<file path="config.mk">
export PLATFORM = sky130hd
export DESIGN_NAME = tkc_cmd
export DESIGN_NICKNAME = d
export VERILOG_FILES = /design/src/verilog/tkc_pkg.sv /design/src/verilog/tkc_cmd.sv
export VERILOG_INCLUDE_DIRS = /design/src /design/src/verilog
export SDC_FILE = /design/constraint.sdc
export NUM_CORES = 1
export LEC_CHECK = 0
export BUFFER_PORTS_ARGS = -buffer_cell sky130_fd_sc_hd__buf_2
export CAP_MARGIN = 15
export CORE_AREA = 10 10 166 168
export DETAILED_ROUTE_END_ITERATION = 10
export DIE_AREA = 0 0 176 178
export PLACE_DENSITY = 0.71
export SYNTH_ARGS = -nofsm -noshare
export SYNTH_HDL_FRONTEND = slang
export SYNTH_SLANG_ARGS = --single-unit
</file>
<file path="constraint.sdc">
create_clock -name clk_sys_i -period 9.45 [get_ports clk_sys_i]
set_input_delay 0.4725 -clock clk_sys_i [delete_from_list [all_inputs] [get_ports clk_sys_i]]
set_output_delay 0.4725 -clock clk_sys_i [all_outputs]
set_load 0.1 [all_outputs]
</file>
<file path="src/verilog/tkc_map.svh">
// Constants for the touch key command interpreter.
// Assumes one 50 MHz clock and byte-wide command and reply streams.
// What this block does
// - Overview returns status, first key, counters
// - Report all keys as bit field
// - Setup dump halts scanning, returns area, CRC
// - Return last command byte received
// - Diagnostic commands return internal factory code
// - Sleep acknowledged with complement, no CRC
// - Asleep: wake on edge, scan once
// - Any other valid command cancels sleep
// - Signal and reference sent low byte first
// - CRC over command and data appended
// - Status bits: gain test, detect, limit
// - Status bits: calibrating, calibration failed
// - Calibration only in key's own timeslot
// - Calibration scheduled, acknowledged with complement
// - Sleep at scan end if idle, enabled
// - Key data: signal, reference, integrator count
// - Key status command, index 0 to 47
`ifndef TKC_MAP_SVH
`define TKC_MAP_SVH
`define TKC_CMD_OVW      8'h00
`define TKC_CMD_ALL      8'h07
`define TKC_CMD_ERR      8'h0B
`define TKC_CMD_DUMP     8'h0D
`define TKC_CMD_EECRC    8'h0E
`define TKC_CMD_LAST     8'h0F
`define TKC_CMD_DIAG_A   8'h10
`define TKC_CMD_DIAG_B   8'h13
`define TKC_CMD_SLEEP    8'h16
`define TKC_GRP_DATA     2'h1
`define TKC_GRP_STAT     2'h2
`define TKC_GRP_CAL      2'h3
`define TKC_NUM_KEYS     6'h30
`define TKC_LEN_OVW      9'h005
`define TKC_LEN_BITS     9'h006
`define TKC_LEN_ONE      9'h001
`define TKC_LEN_DATA     9'h005
`define TKC_LEN_SETUP    9'h15C
`define TKC_CRC_POLY     16'h1021
`define TKC_CRC_INIT     16'h0000
`define TKC_DIAG_CODE    8'h5A
`define TKC_CAL_WIN_NS   110000000
`define TKC_CLK_NS       20
`endif

</file>
<file path="src/verilog/tkc_pkg.sv">
// Types for the touch key command interpreter.
// Assumes nothing from tkc_map.svh; the state codes are one-hot literals.
package tkc_pkg;
	typedef enum logic [3:0]
	{
		TKC_IDLE   = 4'b0001,
		TKC_DATA   = 4'b0010,
		TKC_CRC_LO = 4'b0100,
		TKC_CRC_HI = 4'b1000
	} tkc_state_type;
	typedef enum logic [3:0]
	{
		TKC_C_OVW, TKC_C_ALL, TKC_C_ERR, TKC_C_DUMP, TKC_C_EECRC,
		TKC_C_ACK, TKC_C_DIAG, TKC_C_DATA, TKC_C_STAT
	} tkc_cls_type;
endpackage

</file>
<file path="src/verilog/tkc_cmd.sv">
// Host command interpreter of a 48-key matrix touch controller.
// Assumes framing is done outside: one byte per cmd_valid_i pulse.
`timescale 1ns/1ns
`default_nettype none
`include "tkc_map.svh"
module tkc_cmd #(
	parameter int CAL_WIN_CYC = `TKC_CAL_WIN_NS / `TKC_CLK_NS
)(
	input  wire logic        clk_sys_i,
	input  wire logic        rst_i,
	input  wire logic        cmd_valid_i,
	input  wire logic [7:0]  cmd_byte_i,
	input  wire logic        tx_ready_i,
	output logic             tx_valid_o,
	output logic [7:0]       tx_byte_o,
	output logic             busy_o,
	input  wire logic [7:0]  dev_status_i,
	input  wire logic [7:0]  first_key_i,
	input  wire logic [7:0]  cnt_100ms_i,
	input  wire logic [7:0]  cnt_scan_i,
	input  wire logic [7:0]  cnt_sigfail_i,
	input  wire logic [47:0] key_detect_i,
	input  wire logic [47:0] err_flags_i,
	input  wire logic [47:0] key_gain_safety_test_fail_i,
	input  wire logic [47:0] ref_below_lower_signal_limit_i,
	input  wire logic [47:0] key_calibrating_i,
	input  wire logic [47:0] key_cal_failed_i,
	output logic [5:0]       key_sel_o,
	input  wire logic [15:0] key_signal_i,
	input  wire logic [15:0] key_ref_i,
	input  wire logic [7:0]  normalized_integrator_count_i,
	output logic [8:0]       setup_addr_o,
	input  wire logic [7:0]  setup_data_i,
	input  wire logic [15:0] setup_crc_i,
	output logic             scan_halt_o,
	input  wire logic        slot_strobe_i,
	input  wire logic [5:0]  slot_key_i,
	output logic             cal_pending_o,
	output logic             cal_go_o,
	output logic [5:0]       cal_key_o,
	input  wire logic        scan_done_i,
	input  wire logic        key_active_i,
	input  wire logic        sleep_en_i,
	input  wire logic        host_int_i,
	output logic             sleep_o,
	output logic             scan_req_o
);
	////////////////////////////////////////////////////////////////////
	// Byte-wide CRC step, MSB first
	function automatic logic [15:0] crc_upd(input logic [15:0] c,
		input logic [7:0] d);
		logic [15:0] r;
		r = c ^ {d, 8'h00};
		for (int i = 0; i < 8; i++)
		begin
			r = r[15] ? ((r << 1) ^ `TKC_CRC_POLY) : (r << 1);
		end
		return r;
	endfunction

	tkc_pkg::tkc_state_type state_reg, state_next;
	tkc_pkg::tkc_cls_type   cls_reg;
	logic [8:0]  idx_reg, len_reg;
	logic [15:0] crc_reg;
	logic        setup_crc_reg, use_crc_reg;
	logic [7:0]  reply_reg, last_cmd_reg;
	logic [7:0]  tx_byte_reg;
	logic        tx_valid_reg;
	logic [5:0]  key_sel_reg, cal_key_reg;
	logic        cal_first_reg, cal_pending_reg, cal_go_reg;
	logic [7:0]  cal_first_cmd_reg;
	logic [22:0] cal_tmr_reg;
	logic        armed_reg, asleep_reg, scan_req_reg;
	logic        int_prev_reg, halt_reg, busy_reg;

	////////////////////////////////////////////////////////////////////
	// Command decode; indexed commands need k below 48
	wire [5:0] cmd_k   = cmd_byte_i[5:0];
	wire       k_ok    = cmd_k < `TKC_NUM_KEYS;
	wire [1:0] grp     = cmd_byte_i[7:6];
	wire       c_ovw   = cmd_byte_i == `TKC_CMD_OVW;
	wire       c_all   = cmd_byte_i == `TKC_CMD_ALL;
	wire       c_err   = cmd_byte_i == `TKC_CMD_ERR;
	wire       c_dump  = cmd_byte_i == `TKC_CMD_DUMP;
	wire       c_eecrc = cmd_byte_i == `TKC_CMD_EECRC;
	wire       c_last  = cmd_byte_i == `TKC_CMD_LAST;
	wire       c_diag  = (cmd_byte_i == `TKC_CMD_DIAG_A) ||
		(cmd_byte_i == `TKC_CMD_DIAG_B);
	wire       c_sleep = cmd_byte_i == `TKC_CMD_SLEEP;
	wire       c_data  = grp == `TKC_GRP_DATA && k_ok;
	wire       c_stat  = grp == `TKC_GRP_STAT && k_ok;
	wire       c_cal   = grp == `TKC_GRP_CAL && k_ok;
	wire       c_valid = c_ovw | c_all | c_err | c_dump | c_eecrc | c_last
		| c_diag | c_sleep | c_data | c_stat | c_cal;
	wire       idle    = state_reg == tkc_pkg::TKC_IDLE;
	wire       take    = cmd_valid_i && idle;
	// Second identical calibration byte inside the window schedules it
	wire       cal_sched = take && c_cal && cal_first_reg &&
		cal_first_cmd_reg == cmd_byte_i;
	wire       cal_win_out = cal_tmr_reg == 23'(CAL_WIN_CYC);
	wire       slot_free = !tx_valid_reg || tx_ready_i;

	////////////////////////////////////////////////////////////////////
	// Reply byte for the current index
	wire [2:0]  b  = idx_reg[2:0];
	wire [47:0] bits48 = (cls_reg == tkc_pkg::TKC_C_ALL) ? key_detect_i
		: err_flags_i;
	wire [7:0]  bits_byte = bits48[{b, 3'h0} +: 8];
	wire [7:0]  ovw_byte = (b == 3'h0) ? dev_status_i :
		(b == 3'h1) ? first_key_i : (b == 3'h2) ? cnt_100ms_i :
		(b == 3'h3) ? cnt_scan_i : cnt_sigfail_i;
	wire [7:0]  data_byte = (b == 3'h0) ? key_signal_i[7:0] :
		(b == 3'h1) ? key_signal_i[15:8] :
		(b == 3'h2) ? key_ref_i[7:0] :
		(b == 3'h3) ? key_ref_i[15:8] :
		normalized_integrator_count_i;
	wire [7:0]  stat_byte = {3'h0,
		key_gain_safety_test_fail_i[key_sel_reg],
		key_detect_i[key_sel_reg],
		ref_below_lower_signal_limit_i[key_sel_reg],
		key_calibrating_i[key_sel_reg],
		key_cal_failed_i[key_sel_reg]};
	logic [7:0] cur_byte;
	// Class selects the source of each data byte
	always_comb
	begin
		case (cls_reg)
			tkc_pkg::TKC_C_OVW:  cur_byte = ovw_byte;
			tkc_pkg::TKC_C_ALL,
			tkc_pkg::TKC_C_ERR:  cur_byte = bits_byte;
			tkc_pkg::TKC_C_DUMP: cur_byte = setup_data_i;
			tkc_pkg::TKC_C_DIAG: cur_byte = `TKC_DIAG_CODE;
			tkc_pkg::TKC_C_DATA: cur_byte = data_byte;
			tkc_pkg::TKC_C_STAT: cur_byte = stat_byte;
			default:             cur_byte = reply_reg;
		endcase
	end
	wire last_data = idx_reg == len_reg - 9'h001;
	wire [15:0] crc_out = setup_crc_reg ? setup_crc_i : crc_reg;

	////////////////////////////////////////////////////////////////////
	// Reply sequencer
	always_comb
	begin
		state_next = state_reg;
		case (state_reg)
			tkc_pkg::TKC_IDLE:
				if (take && c_eecrc)
					state_next = tkc_pkg::TKC_CRC_LO;
				else if (take && c_valid && !(c_cal && !cal_sched))
					state_next = tkc_pkg::TKC_DATA;
			tkc_pkg::TKC_DATA:
				if (slot_free && last_data)
					state_next = use_crc_reg ? tkc_pkg::TKC_CRC_LO
						: tkc_pkg::TKC_IDLE;
			tkc_pkg::TKC_CRC_LO:
				if (slot_free)
					state_next = tkc_pkg::TKC_CRC_HI;
			tkc_pkg::TKC_CRC_HI:
				if (slot_free)
					state_next = tkc_pkg::TKC_IDLE;
			default:
				state_next = tkc_pkg::TKC_IDLE;
		endcase
	end

	// Command capture: class, length, reply byte and which CRC is sent
	always_ff @(posedge clk_sys_i)
	begin
		if (rst_i)
		begin
			cls_reg       <= tkc_pkg::TKC_C_ACK;
			len_reg       <= `TKC_LEN_ONE;
			use_crc_reg   <= 1'b0;
			setup_crc_reg <= 1'b0;
			reply_reg     <= 8'h00;
			key_sel_reg   <= 6'h00;
		end
		else if (take)
		begin
			key_sel_reg   <= cmd_k;
			setup_crc_reg <= c_dump | c_eecrc;
			use_crc_reg   <= !(c_last | c_sleep | c_cal);
			reply_reg     <= c_last ? last_cmd_reg : ~cmd_byte_i;
			cls_reg <= c_ovw ? tkc_pkg::TKC_C_OVW : c_all ? tkc_pkg::TKC_C_ALL
				: c_err ? tkc_pkg::TKC_C_ERR : c_dump ? tkc_pkg::TKC_C_DUMP
				: c_eecrc ? tkc_pkg::TKC_C_EECRC : c_diag ? tkc_pkg::TKC_C_DIAG
				: c_data ? tkc_pkg::TKC_C_DATA : c_stat ? tkc_pkg::TKC_C_STAT
				: tkc_pkg::TKC_C_ACK;
			len_reg <= c_ovw ? `TKC_LEN_OVW : (c_all | c_err) ? `TKC_LEN_BITS
				: c_dump ? `TKC_LEN_SETUP : c_data ? `TKC_LEN_DATA
				: `TKC_LEN_ONE;
		end
	end

	// Byte output, index and running CRC
	always_ff @(posedge clk_sys_i)
	begin
		if (rst_i)
		begin
			state_reg    <= tkc_pkg::TKC_IDLE;
			idx_reg      <= 9'h000;
			crc_reg      <= `TKC_CRC_INIT;
			tx_valid_reg <= 1'b0;
			tx_byte_reg  <= 8'h00;
			busy_reg     <= 1'b0;
		end
		else
		begin
			state_reg <= state_next;
			// Same value as the state test, but busy_o now leaves a flop
			busy_reg  <= state_next != tkc_pkg::TKC_IDLE;
			if (take)
			begin
				idx_reg <= 9'h000;
				crc_reg <= crc_upd(`TKC_CRC_INIT, cmd_byte_i);
			end
			if (slot_free && !idle)
			begin
				tx_valid_reg <= 1'b1;
				if (state_reg == tkc_pkg::TKC_DATA)
				begin
					tx_byte_reg <= cur_byte;
					crc_reg     <= crc_upd(crc_reg, cur_byte);
					idx_reg     <= idx_reg + 9'h001;
				end
				else if (state_reg == tkc_pkg::TKC_CRC_LO)
					tx_byte_reg <= crc_out[7:0];
				else
					tx_byte_reg <= crc_out[15:8];
			end
			else if (tx_ready_i)
				tx_valid_reg <= 1'b0;
		end
	end

	////////////////////////////////////////////////////////////////////
	// Last byte seen, scan halt during the setup dump
	always_ff @(posedge clk_sys_i)
	begin
		if (rst_i)
		begin
			last_cmd_reg <= 8'h00;
			halt_reg     <= 1'b0;
		end
		else
		begin
			if (cmd_valid_i)
				last_cmd_reg <= cmd_byte_i;
			if (take && c_dump)
				halt_reg <= 1'b1;
			else if (state_next == tkc_pkg::TKC_IDLE)
				halt_reg <= 1'b0;
		end
	end

	////////////////////////////////////////////////////////////////////
	// Calibration: window timer, then wait for the key's timeslot
	always_ff @(posedge clk_sys_i)
	begin
		if (rst_i)
		begin
			cal_first_reg     <= 1'b0;
			cal_first_cmd_reg <= 8'h00;
			cal_tmr_reg       <= 23'h000000;
			cal_pending_reg   <= 1'b0;
			cal_key_reg       <= 6'h00;
			cal_go_reg        <= 1'b0;
		end
		else
		begin
			cal_go_reg <= 1'b0;
			if (cal_sched)
			begin
				cal_first_reg   <= 1'b0;
				cal_pending_reg <= 1'b1;
				cal_key_reg     <= cmd_k;
			end
			else if (take)
			begin
				cal_first_reg     <= c_cal;
				cal_first_cmd_reg <= cmd_byte_i;
				cal_tmr_reg       <= 23'h000000;
			end
			else if (cal_first_reg)
			begin
				cal_tmr_reg <= cal_tmr_reg + 23'h000001;
				if (cal_win_out)
					cal_first_reg <= 1'b0;
			end
			if (cal_pending_reg && !cal_sched && slot_strobe_i &&
				slot_key_i == cal_key_reg)
			begin
				cal_pending_reg <= 1'b0;
				cal_go_reg      <= 1'b1;
			end
		end
	end

	////////////////////////////////////////////////////////////////////
	// Sleep: armed by command, entered at scan end when idle
	wire int_edge = host_int_i != int_prev_reg;
	always_ff @(posedge clk_sys_i)
	begin
		if (rst_i)
		begin
			armed_reg    <= 1'b0;
			asleep_reg   <= 1'b0;
			scan_req_reg <= 1'b0;
			int_prev_reg <= 1'b0;
		end
		else
		begin
			int_prev_reg <= host_int_i;
			scan_req_reg <= 1'b0;
			if (take && c_valid && !c_sleep)
			begin
				armed_reg  <= 1'b0;
				asleep_reg <= 1'b0;
			end
			else if (take && c_sleep)
				armed_reg <= 1'b1;
			else if (asleep_reg && int_edge)
			begin
				asleep_reg   <= 1'b0;
				scan_req_reg <= 1'b1;
			end
			// Still armed after the woken scan, so it drops back to sleep
			else if (armed_reg && scan_done_i && !key_active_i && sleep_en_i)
				asleep_reg <= 1'b1;
		end
	end

	////////////////////////////////////////////////////////////////////
	// Outputs straight from flops
	assign tx_valid_o    = tx_valid_reg;
	assign tx_byte_o     = tx_byte_reg;
	assign busy_o        = busy_reg;
	assign key_sel_o     = key_sel_reg;
	assign setup_addr_o  = idx_reg;
	assign scan_halt_o   = halt_reg;
	assign cal_pending_o = cal_pending_reg;
	assign cal_go_o      = cal_go_reg;
	assign cal_key_o     = cal_key_reg;
	assign sleep_o       = asleep_reg;
	assign scan_req_o    = scan_req_reg;
endmodule
`default_nettype wire

</file>
======== Word level (Yosys, flattened, before mapping) ========
Cells that the tools add are included.
operators by class
  add/sub/neg operators ................... 3
  order comparisons ....................... 2
  equal/unequal tests ..................... 31
  shifts and indexed selects .............. 1
  multiplexer cells ....................... 78
  bitwise logic cells ..................... 34
  reductions and logical operators ........ 47
operators by type and width
  cell                                                  count
  2-to-1 mux 13 bit                                     16
  2-to-1 mux 8 bit                                      11
  2-to-1 mux 16 bit                                     4
  2-to-1 mux 9 bit                                      6
  2-to-1 mux 4 bit                                      13
  2-to-1 mux 48 bit                                     1
  inverter 3 bit                                        16
  one-hot mux 8 bit (6 select lines)                    1
  variable part select 48 x 7 -> 8 bit                  1
  2-to-1 mux 23 bit                                     2
  equality test 8 x 4 -> 1 bit (second input constant)  4
  binary-select mux 1 bit (select 6 bit)                5
  equality test 8 x 5 -> 1 bit (second input constant)  3
  adder 23 x 1 -> 23 bit (second input constant)        1
  equality test 23 bit (second input constant)          1
  logical AND 1 bit                                     23
  2-to-1 mux 1 bit                                      16
  one-hot mux 4 bit (4 select lines)                    1
  XOR 16 bit                                            1
  OR 1 bit                                              14
  equality test 4 x 1 -> 1 bit (second input constant)  3
  equality test 4 x 2 -> 1 bit (second input constant)  3
  equality test 4 x 3 -> 1 bit (second input constant)  3
  adder 9 x 1 -> 9 bit (second input constant)          1
  26 further kinds                                      46
word-level totals
  register bits after elaboration ......... 121
  input port bits ......................... 415
  output and inout port bits .............. 36
  logic and storage cells ................. 220

======== Depth between registers and ports, before layout ========
Gate-level depths: netlist of the first run.
  depth in word-level cells ............... 25
  mapped depth ............................ 15
  mapped depth without buffers ............ 11

======== Least setup slack after synthesis of the first run ========
Ideal clock, no wire load.
  kind .................................... reg2reg
  from .................................... register idx_reg[1] (netlist: setup_addr_o[1])
  to ...................................... register crc_reg[15]
  setup time .............................. 0.120 ns
  arrival ................................. 4.072 ns
  required time ........................... 9.330 ns
  setup slack ............................. 5.258 ns
  stages on the path, launching flop included .. 15
  path buffers ............................ 4
  clock period less this slack ............ 4.192 ns
  path through ............................ dfxtp_1 -> buf_2 -> buf_2 -> inv_1 -> ha_1 -> nor2b_1 -> buf_2 -> buf_1 -> a21oi_1 -> o22ai_1 -> or3_1 -> o32a_4 -> xnor2_4 -> nor3_1 -> a211o_1
on the way
  cells in the longest elaborated chain, start to end .. 12
  elaborated cells on any way between the ends .. 20
  those cells by class .................... eq/ne: 3; shift: 1; mux: 13; bitwise: 2; reduce/logical: 1
ends and longest elaborated chain
  item                                                                                          RTL line        RTL
  from (decl)                                                                                   tkc_cmd.sv:63   logic [8:0] idx_reg, len_reg;
  from (signal assigned)                                                                        tkc_cmd.sv:225  idx_reg <= idx_reg + 9'h001;
  parallel branches: the longest is 5 deep, another holds variable part select 48 x 7 -> 8 bit  -
  one-hot mux 8 bit (6 select lines) *                                                          tkc_cmd.sv:127  case (cls_reg)
  XOR 16 bit *                                                                                  tkc_cmd.sv:53   r = c ^ {d, 8'h00};
  inverter 3 bit (no source line)                                                               -
  2-to-1 mux 13 bit * (2 in series)                                                             tkc_cmd.sv:56   r = r[15] ? ((r << 1) ^ `TKC_CRC_POLY) : (r << 1);
  2-to-1 mux 16 bit *                                                                           tkc_cmd.sv:221  if (state_reg == tkc_pkg::TKC_DATA)
  2-to-1 mux 16 bit *                                                                           tkc_cmd.sv:218  if (slot_free && !idle)
  to (signal assigned)                                                                          tkc_cmd.sv:203  crc_reg <= `TKC_CRC_INIT;
  to (signal assigned)                                                                          tkc_cmd.sv:216  crc_reg <= crc_upd(`TKC_CRC_INIT, cmd_byte_i);
  to (signal assigned)                                                                          tkc_cmd.sv:224  crc_reg <= crc_upd(crc_reg, cur_byte);
  to (decl)                                                                                     tkc_cmd.sv:64   logic [15:0] crc_reg;
Every way passes the cells marked *.
A chain may end at the register's enable or synchronous reset.

======== Worst setup path after layout of the first run ========
  from .................................... register idx_reg[2] (netlist: setup_addr_o[2])
  to ...................................... register crc_reg[15]
The elaborated chain is that of the path after synthesis.

==> reports/qor.yml, run 1 <==
cp_max_fo: 26
grt_pass1_vias: 10897
h-tree-depth: 4
ys_warn_count: 0
syn_inst: 1076
antenna_left: 0
fin_crit_sh_pct: 48.6
cp-start-kind: "flop"
wl_per_cell_um: 26.2
syn_nets: 1501
ys_ff_latch: 116
end_kind: "flop"
cts_buffers: 17
min-delay-path-class: "input pin to flop"
holdWs_ns: 0.299
synth_area_per_cell_um2: 9.14
pin_count: 451
placeableCoreArea_um2: 24100
power_leakage_nw: 5.22
drt-initial-drc-count: 1304
yosys.area.top_type: "dfxtp_1"
finalClockSkew_ns: 0.0122
crit_family: "compound AO/OA/AOI/OAI gates"
rsz0062_at_grt: "false"
fin_nets: 1898
port_buffers: 450
slowest_delay_ns: 0.99
vias_per_cell: 5.90
synth-edff-count: 0
overflow: 0
cts_root_buf: "clkbuf_16"
synthDistinctLibCells: 80
initial_core_util_pct: 40.8
clk_pin_slew_ns: 0.06
crit_path_top_delay_cell: "dfxtp_1"
pre_cts_slack_ns: 5.00
first_pass_iters: 6
routed_wl_mm: 47.7
p_per_area_nw_per_um2: 138
grt_max_degree: 92
holdBufCountCts: 0
setup_violations: 0
fill_cells: 2298
hold_violations: 0
largest_register_ffs: 23
netlist_area_um2: 9830
layout_commonest_cell: "buf_2"
drv_slew: 0
cts_tree: "yes"
drive_above_1_share_pct: 41.6
drc: 0
drv_cap: 0
die_area_um2: 31300
fmax_ghz: 0.218
cts_sinks: 116
gr-usage-all-layers_pct: 29.5
required_ns: 9.75
design_area_um2: 12900
die_w_um: 176
status: "finished, final reports clean"
post_cts_buffers: 0
synthTopCellsByArea: "dfxtp_1 (24%), mux4_2 (21%), mux2i_1 (4.9%), nor2_1 (4.7%), xnor2_1 (4.1%)"
arrival_ns: 4.89
synth_async_sr_flop_share_pct: 0
ir_drop_v: 0.000105
rows: 57
crit_chain: "inv_1, ha_1, mux2_2, mux2i_1, o21ai_0, a2111oi_1, a221o_1, nand4_1, xnor2_4, nor3_1, a211o_1"
vias: 10730
area_growth_pct: 30.8
tns_ns: 0
period_needed_ns: 4.59
critPathKind: "flop to flop"
worst-path-buf-inv: 1
setup_slack_ns: 4.86
ys.flop_type: "dfxtp_1"
final_cell_mix: "buf_2 (450), nor2_1 (124), dfxtp_1 (113), nand2_1 (93), mux4_2 (93)"
total_power_mw: 1.77
yosysTopAreaCellShare_pct: 23.6
cts_max_path_buffers: 2
grt_pass1_wl_mm: 70.0
die_h_um: 178
gp_congestion: 1.01
synth-seq-area-share_pct: 23.6
place_area_um2: 12200
antenna_found_initial: 13
insertion_delay_ns: 0.42
max_slew.worst_pin.slew_ns: 1.05
post_cts_resized: 0
dp_hpwl_mm: 39.3
relSlewSlack_pct: 28.8
worst reg2reg max path, cell delays in order (launching register included):
cell,delay (ns)
dfxtp_1,0.99
inv_1,0.36
ha_1,0.65
mux2_2,0.42
mux2i_1,0.12
o21ai_0,0.11
a2111oi_1,0.70
a221o_1,0.28
nand4_1,0.21
xnor2_4,0.27
nor3_1,0.09
a211o_1,0.28
logic make-up (layout without fill, tap and decap cells):
logic type / after synthesis / in the layout / share of synthesized area (%)
xor gates and xnor gates: 74 / 74 / 7.34
AOI/OAI and AO/OA: 214 / 214 / 14.6
adders and majority gates: 10 / 10 / 1.27
muxes: 151 / 151 / 27.9
other: 0 / 9 / 0
buffers and inverters: 115 / 525 / 5.20
and+or+nand+nor: 396 / 396 / 20.1
DFF: 116 / 116 / 23.6
routing by layer:
| metal | vias to the layer above | global-route usage [%] | share of wire, % |
|---|---|---|---|
| met1 | 5205 | 37.4 | 41 |
| met5 | - | 0 | 0.029 |
| met3 | 47 | 7.84 | 9.8 |
| li1 | 4854 | - | - |
| met2 | 622 | 49.4 | 48 |
| met4 | 2 | 6.32 | 1.3 |
worst paths after layout:
kind,start,end,slack (ns),cells past startpoint
worst max-delay path,setup_addr_o[2],crc_reg[15],4.86,11
worst min-delay path,host_int_i,int_prev_reg,0.30,2
worst max register to register,setup_addr_o[2],crc_reg[15],4.86,11
worst min register to register,scan_halt_o,scan_halt_o,0.46,2
synth_stat cells (6+ instances only):
cell,number
nand4_1,17
clkbuf_1,44
xor2_1,23
xnor2_1,46
a31oi_1,10
dfxtp_1,116
a21oi_1,73
nand2b_1,10
a211oi_1,24
nor3b_1,13
mux2_2,6
o211ai_1,6
and3_1,6
nor2b_1,16
buf_4,6
nor2_1,124
mux2i_1,48
buf_1,14
a22oi_1,9
nor3_1,28
mux4_2,93
buf_2,18
o21ai_0,26
nor4_1,11
o22ai_1,10
or3_1,11
inv_1,27
nand2_1,93
and2_1,7
ha_1,10
nand3_1,31
stage by stage:
step                      util [%]  std cells
final                         53.4       1819
after global routing          53.3       1818
after CTS                     53.3       1810
after detailed placement      50.7       1778
after global placement        50.7       1778
after floorplan                  -       1076
where the power goes:
group	internal [mW]	switching, mW
Clock	0.440	0.234
Combinational	0.247	0.292
Sequential	0.515	0.0422
Total	1.20	0.568
area by class of cell:
class	instances	area (µm²)	share of cell area [%]
clock buffer	19	433	3.37
timing repair buffer	465	2360	18.4
multi-input combinational	845	7020	54.6
clock inverter	13	184	1.43
inverter	28	105	0.817
sequential	116	2330	18.1
tap	324	405	3.15
antenna	9	22.5	0.175
Note: power is estimated with default switching activity, not from simulation.
==> run 2: changes to the inputs <==
--- a/config.mk
+++ b/config.mk
@@ -8,10 +8,10 @@
 export LEC_CHECK = 0
 export BUFFER_PORTS_ARGS = -buffer_cell sky130_fd_sc_hd__buf_2
 export CAP_MARGIN = 15
-export CORE_AREA = 10 10 166 168
+export CORE_AREA = 10 10 165 167
 export DETAILED_ROUTE_END_ITERATION = 10
-export DIE_AREA = 0 0 176 178
-export PLACE_DENSITY = 0.71
+export DIE_AREA = 0 0 175 177
+export PLACE_DENSITY = 0.75
 export SYNTH_ARGS = -nofsm -noshare
 export SYNTH_HDL_FRONTEND = slang
 export SYNTH_SLANG_ARGS = --single-unit
==> constraint.sdc (replaced) <==
create_clock -name clk_sys_i -period 3.71 [get_ports clk_sys_i]
set_input_delay 0.1855 -clock clk_sys_i [delete_from_list [all_inputs] [get_ports clk_sys_i]]
set_output_delay 0.1855 -clock clk_sys_i [all_outputs]
set_load 0.1 [all_outputs]
==> reports/qor.yml, run 2 (synthesis results as in run 1) <==
rrSetupSlack_ns: 0.17
critPathKind: "flop to flop"
vias: 10900
cts_root_buf: "clkbuf_16"
insertion_delay_ns: 0.42
drc: 0
post_cts_buffers: 0
required_ns: 4.03
h-tree-depth: 4
cts_tree: "yes"
die_w_um: 175
top_layer: "met5"
finalClockSkew_ns: 0.0111
rsz0062_at_grt: "false"
gp_congestion: 1.04
wl_met3_mm: 4.49
hold_violations: 0
cts_max_path_buffers: 2
wl_per_cell_um: 25.7
grt_pass1_vias: 11123
dr_wl_met2_mm: 23.5
worstHoldStart: "slot_strobe_i"
end_kind: "flop"
wl_met1_mm: 18.7
ir_drop_v: 0.000289
relSlewSlack_pct: 26.8
status: "finished, final reports clean"
fill_cells: 2248
drv_slew: 0
r2r-end: "crc_reg[12]"
antenna_found_initial: 23
overflow: 0
layout_commonest_cell: "buf_2"
area_growth_pct: 32.8
gr-usage-all-layers_pct: 29.4
die_h_um: 177
setup_violations: 0
register_area_um2: 2340
antenna_left: 0
fin_nets: 1919
vias_per_cell: 5.90
drive_above_1_share_pct: 42.7
arrival_ns: 3.85
fmax_ghz: 0.283
r2r_start: "cls_reg[1]"
clk_pin_slew_ns: 0.06
holdWs_ns: 0.135
grt_pass1_wl_mm: 69.8
p_per_area_nw_per_um2: 335
cts_buffers: 17
largest_register_ffs: 23
min_to: "cal_go_o"
period_needed_ns: 3.54
final_cells: 1849
fin_crit_sh_pct: 95.3
dp_hpwl_mm: 39.3
dp.cells: 1798
drv_cap: 0
routed_wl_mm: 47.5
max_slew.worst_pin.slew_ns: 1.09
power_leakage_nw: 5.33
port_buffers: 450
drt-initial-drc-count: 1116
placeableCoreArea_um2: 24000
grt_max_degree: 42
initial_core_util_pct: 41.0
rows: 57
min-delay-path-class: "input pin to flop"
tns_ns: 0
cp_max_fo: 8
cp-start-kind: "flop"
pin_count: 451
cts_sinks: 116
final_cell_mix: "buf_2 (450), nor2_1 (124), dfxtp_1 (110), nand2_1 (93), mux4_2 (93)"
multi_input_area_um2: 7030
die_area_um2: 31000
first_pass_iters: 5
whs_path_depth: 4
rr_worst_depth: 8
[run 2: cell types whose count changed in the layout (fill, tap and decap cells not counted), moves of 3 or more]
cell and change:
buf_12 +4, buf_4 +16, bufinv_16 -4, clkbuf_8 +3, dfxtp_1 -3, diode_2 +9
[run 2: layer usage]
metal	vias to the layer above	GRT usage [%]
met5	-	0
met4	8	8.30
met3	63	7.21
met2	670	50.3
met1	5254	36.2
li1	4905	-
[run 2: final cells by class]
| class | count | area share (%) |
|---|---|---|
| Antenna cell | 18 | 0.345 |
| Tap cell | 324 | 3.10 |
| Clock inverter | 10 | 0.546 |
| Timing Repair Buffer | 486 | 19.7 |
| Multi-Input combinational cell | 845 | 53.8 |
| Sequential cell | 116 | 17.9 |
| Clock buffer | 22 | 3.79 |
| Inverter | 28 | 0.804 |
[run 2: worst max path at each step]
stage	startpoint	end	slack, ns	cells past startpoint
6_report	cls_reg[1]	crc_reg[12]	0.17	8
5_1_grt	cls_reg[0]	crc_reg[14]	0.04	11
4_1_cts	cls_reg[0]	crc_reg[7]	0.24	11
3_5_place_dp	cls_reg[1]	crc_reg[12]	-0.05	9
3_3_place_gp	cls_reg[1]	crc_reg[12]	0.04	9
2_1_floorplan	key_sel_o[0]	crc_reg[15]	0.03	11
[run 2: critical path, stage by stage (launching register included)]
cell and delay, ns:
dfxtp_1 0.35, or2_1 0.28, or4_1 0.75, nor4b_1 0.80, a2111oi_2 0.17, a31oi_4 0.27, xnor3_1 0.41, xor2_1 0.19
a221oi_1 0.22
[run 2: what timing repair did]
item | CTS | global route
endpoints found under the hold margin | 1 | 0
resized for setup | 1 | 1
setup endpoints to repair | 2 | 1
hold buffers | 1 | 0
[run 2: power breakdown]
| part | internal (mW) | switching (mW) |
|---|---|---|
| Combinational | 0.655 | 0.774 |
| Sequential | 1.31 | 0.0804 |
| Clock | 0.948 | 0.602 |
| Total | 2.91 | 1.46 |
[run 2: per-stage QoR]
stage	power (mW)	util, %	area [µm²]	setup WS [ns]
after floorplan	2.32	-	9840	0.0326
after global placement	2.80	51.9	12400	0.0395
after detailed placement	2.82	51.9	12400	-0.0471
after CTS	4.37	54.3	13000	0.235
after global routing	4.55	54.5	13100	0.0399
final	4.37	54.5	13100	0.175
==> run 3: changes to the inputs <==
--- a/config.mk
+++ b/config.mk
@@ -11,6 +11,7 @@
 export CORE_AREA = 10 10 165 167
 export DETAILED_ROUTE_END_ITERATION = 10
 export DIE_AREA = 0 0 175 177
+export GPL_TIMING_DRIVEN = 0
 export PLACE_DENSITY = 0.75
 export SYNTH_ARGS = -nofsm -noshare
 export SYNTH_HDL_FRONTEND = slang
==> reports/qor.yml, run 3 (synthesis results as in run 1) <==
rows: 57
area_growth_pct: 36.3
p_per_area_nw_per_um2: 343
placeableCoreArea_um2: 24000
dr_wl_met2_mm: 23.9
min-delay-path-class: "input pin to flop"
clk_pin_slew_ns: 0.06
fin_nets: 1977
die_w_um: 175
power_leakage_nw: 5.48
end_kind: "flop"
max_slew.worst_pin.slew_ns: 0.822
die_area_um2: 31000
drc: 0
wl_per_cell_um: 26.5
fin_crit_sh_pct: 98.0
routed_wl_mm: 50.0
critPathKind: "flop to flop"
drv_cap: 0
dp_hpwl_mm: 42.1
wl_met1_mm: 19.5
fmax_ghz: 0.275
period_needed_ns: 3.63
vias: 11165
port_buffers: 446
register_area_um2: 2330
holdWs_ns: 0.0113
setup_violations: 0
status: "finished, final reports clean"
final_cells: 1892
grt_pass1_wl_mm: 73.6
antenna_left: 0
overflow: 0
dp.cells: 1848
hold_violations: 0
cts_root_buf: "clkbuf_16"
cts_buffers: 17
fill_cells: 2251
ir_drop_v: 0.000378
pin_count: 451
cp-start-kind: "flop"
required_ns: 4.03
cp_max_fo: 10
cts_tree: "yes"
vias_per_cell: 5.90
grt_max_degree: 17
arrival_ns: 3.96
layout_commonest_cell: "buf_2"
cts_sinks: 116
tns_ns: 0
initial_core_util_pct: 41.0
top_layer: "met5"
insertion_delay_ns: 0.42
antenna_found_initial: 7
gp_congestion: 1.03
wl_met3_mm: 5.64
cts_max_path_buffers: 2
multi_input_area_um2: 7140
relSlewSlack_pct: 44.4
drive_above_1_share_pct: 42.9
largest_register_ffs: 23
drv_slew: 0
first_pass_iters: 6
final_cell_mix: "buf_2 (456), nor2_1 (124), dfxtp_1 (112), nand2_1 (93), mux4_2 (93)"
gr-usage-all-layers_pct: 31.3
grt_pass1_vias: 11499
finalClockSkew_ns: 0.00595
die_h_um: 177
h-tree-depth: 4
drt-initial-drc-count: 1080
[run 3: changes by cell type in the layout (fill, tap and decap cells not counted), sizes merged]
cell	previous run	this run
clkdlybuf4s15	0	1
inv	29	25
clkinvlp	2	3
clkbuf	22	72
clkdlybuf4s18	0	1
buf	485	492
bufinv	0	3
diode	18	3
dlygate4sd3	1	0
[run 3: what timing repair did]
| item | CTS | global route |
|---|---|---|
| endpoints found under the setup margin | 22 | 11 |
| hold buffers | 0 | 0 |
| resized for setup | 34 | 24 |
| buffers inserted | 2 | 9 |
| pin swaps | 7 | 6 |
[run 3: final cells by class]
class / instances / share of cell area, %
multi-input cells: 845 / 53.3
repair buffers: 460 / 17.4
flip-flops and latches: 116 / 17.4
clock buffers: 22 / 3.61
plain buffers: 84 / 3.42
well taps: 324 / 3.02
clock inverters: 10 / 0.952
inverters: 28 / 0.840
diodes: 3 / 0.0560
[run 3: per-layer routing]
layer	global-route usage (%)	vias to the layer above
met5	0	-
met4	7.67	2
met3	8.26	65
met2	52.6	722
met1	39.4	5362
li1	-	5014
[run 3: power breakdown]
part | switching, mW | total (mW) | leakage [nW] | internal (mW)
Sequential | 0.0595 | 1.37 | 0.949 | 1.31
Combinational | 0.844 | 1.53 | 4.22 | 0.686
Clock | 0.580 | 1.70 | 0.305 | 1.12
Total | 1.48 | 4.60 | 5.48 | 3.12
[run 3: worst max-delay path: stages, from the launching register on]
cell	delay, ns
dfxtp_4	0.43
clkbuf_8	0.21
clkinvlp_4	0.12
ha_1	0.21
clkbuf_4	0.22
mux2i_1	0.25
a2111oi_1	0.13
a2111o_1	0.50
a2111oi_4	0.39
a31oi_4	0.21
xnor3_2	0.46
xor2_1	0.18
a221oi_1	0.22
[run 3: path summary, 6_finish.rpt]
| kind | start | endpoint | slack, ns | cells past startpoint |
|---|---|---|---|---|
| min | host_int_i | int_prev_reg | 0.01 | 2 |
| min reg2reg | scan_halt_o | scan_halt_o | 0.46 | 2 |
| max reg2reg | setup_addr_o[2] | crc_reg[12] | 0.08 | 12 |
| max | setup_addr_o[2] | crc_reg[12] | 0.08 | 12 |
[run 3: stage by stage]
step	power [mW]	setup slack, ns	instance area [µm²]	utilization (%)
CTS	4.55	0.0217	13300	55.3
detailed placement	2.85	-1.10	12500	52.1
finish	4.60	0.0757	13400	55.9
floorplan	2.32	0.0326	9840	-
global route	4.77	-0.00685	13400	55.9
global placement	2.84	-1.07	12500	52.1
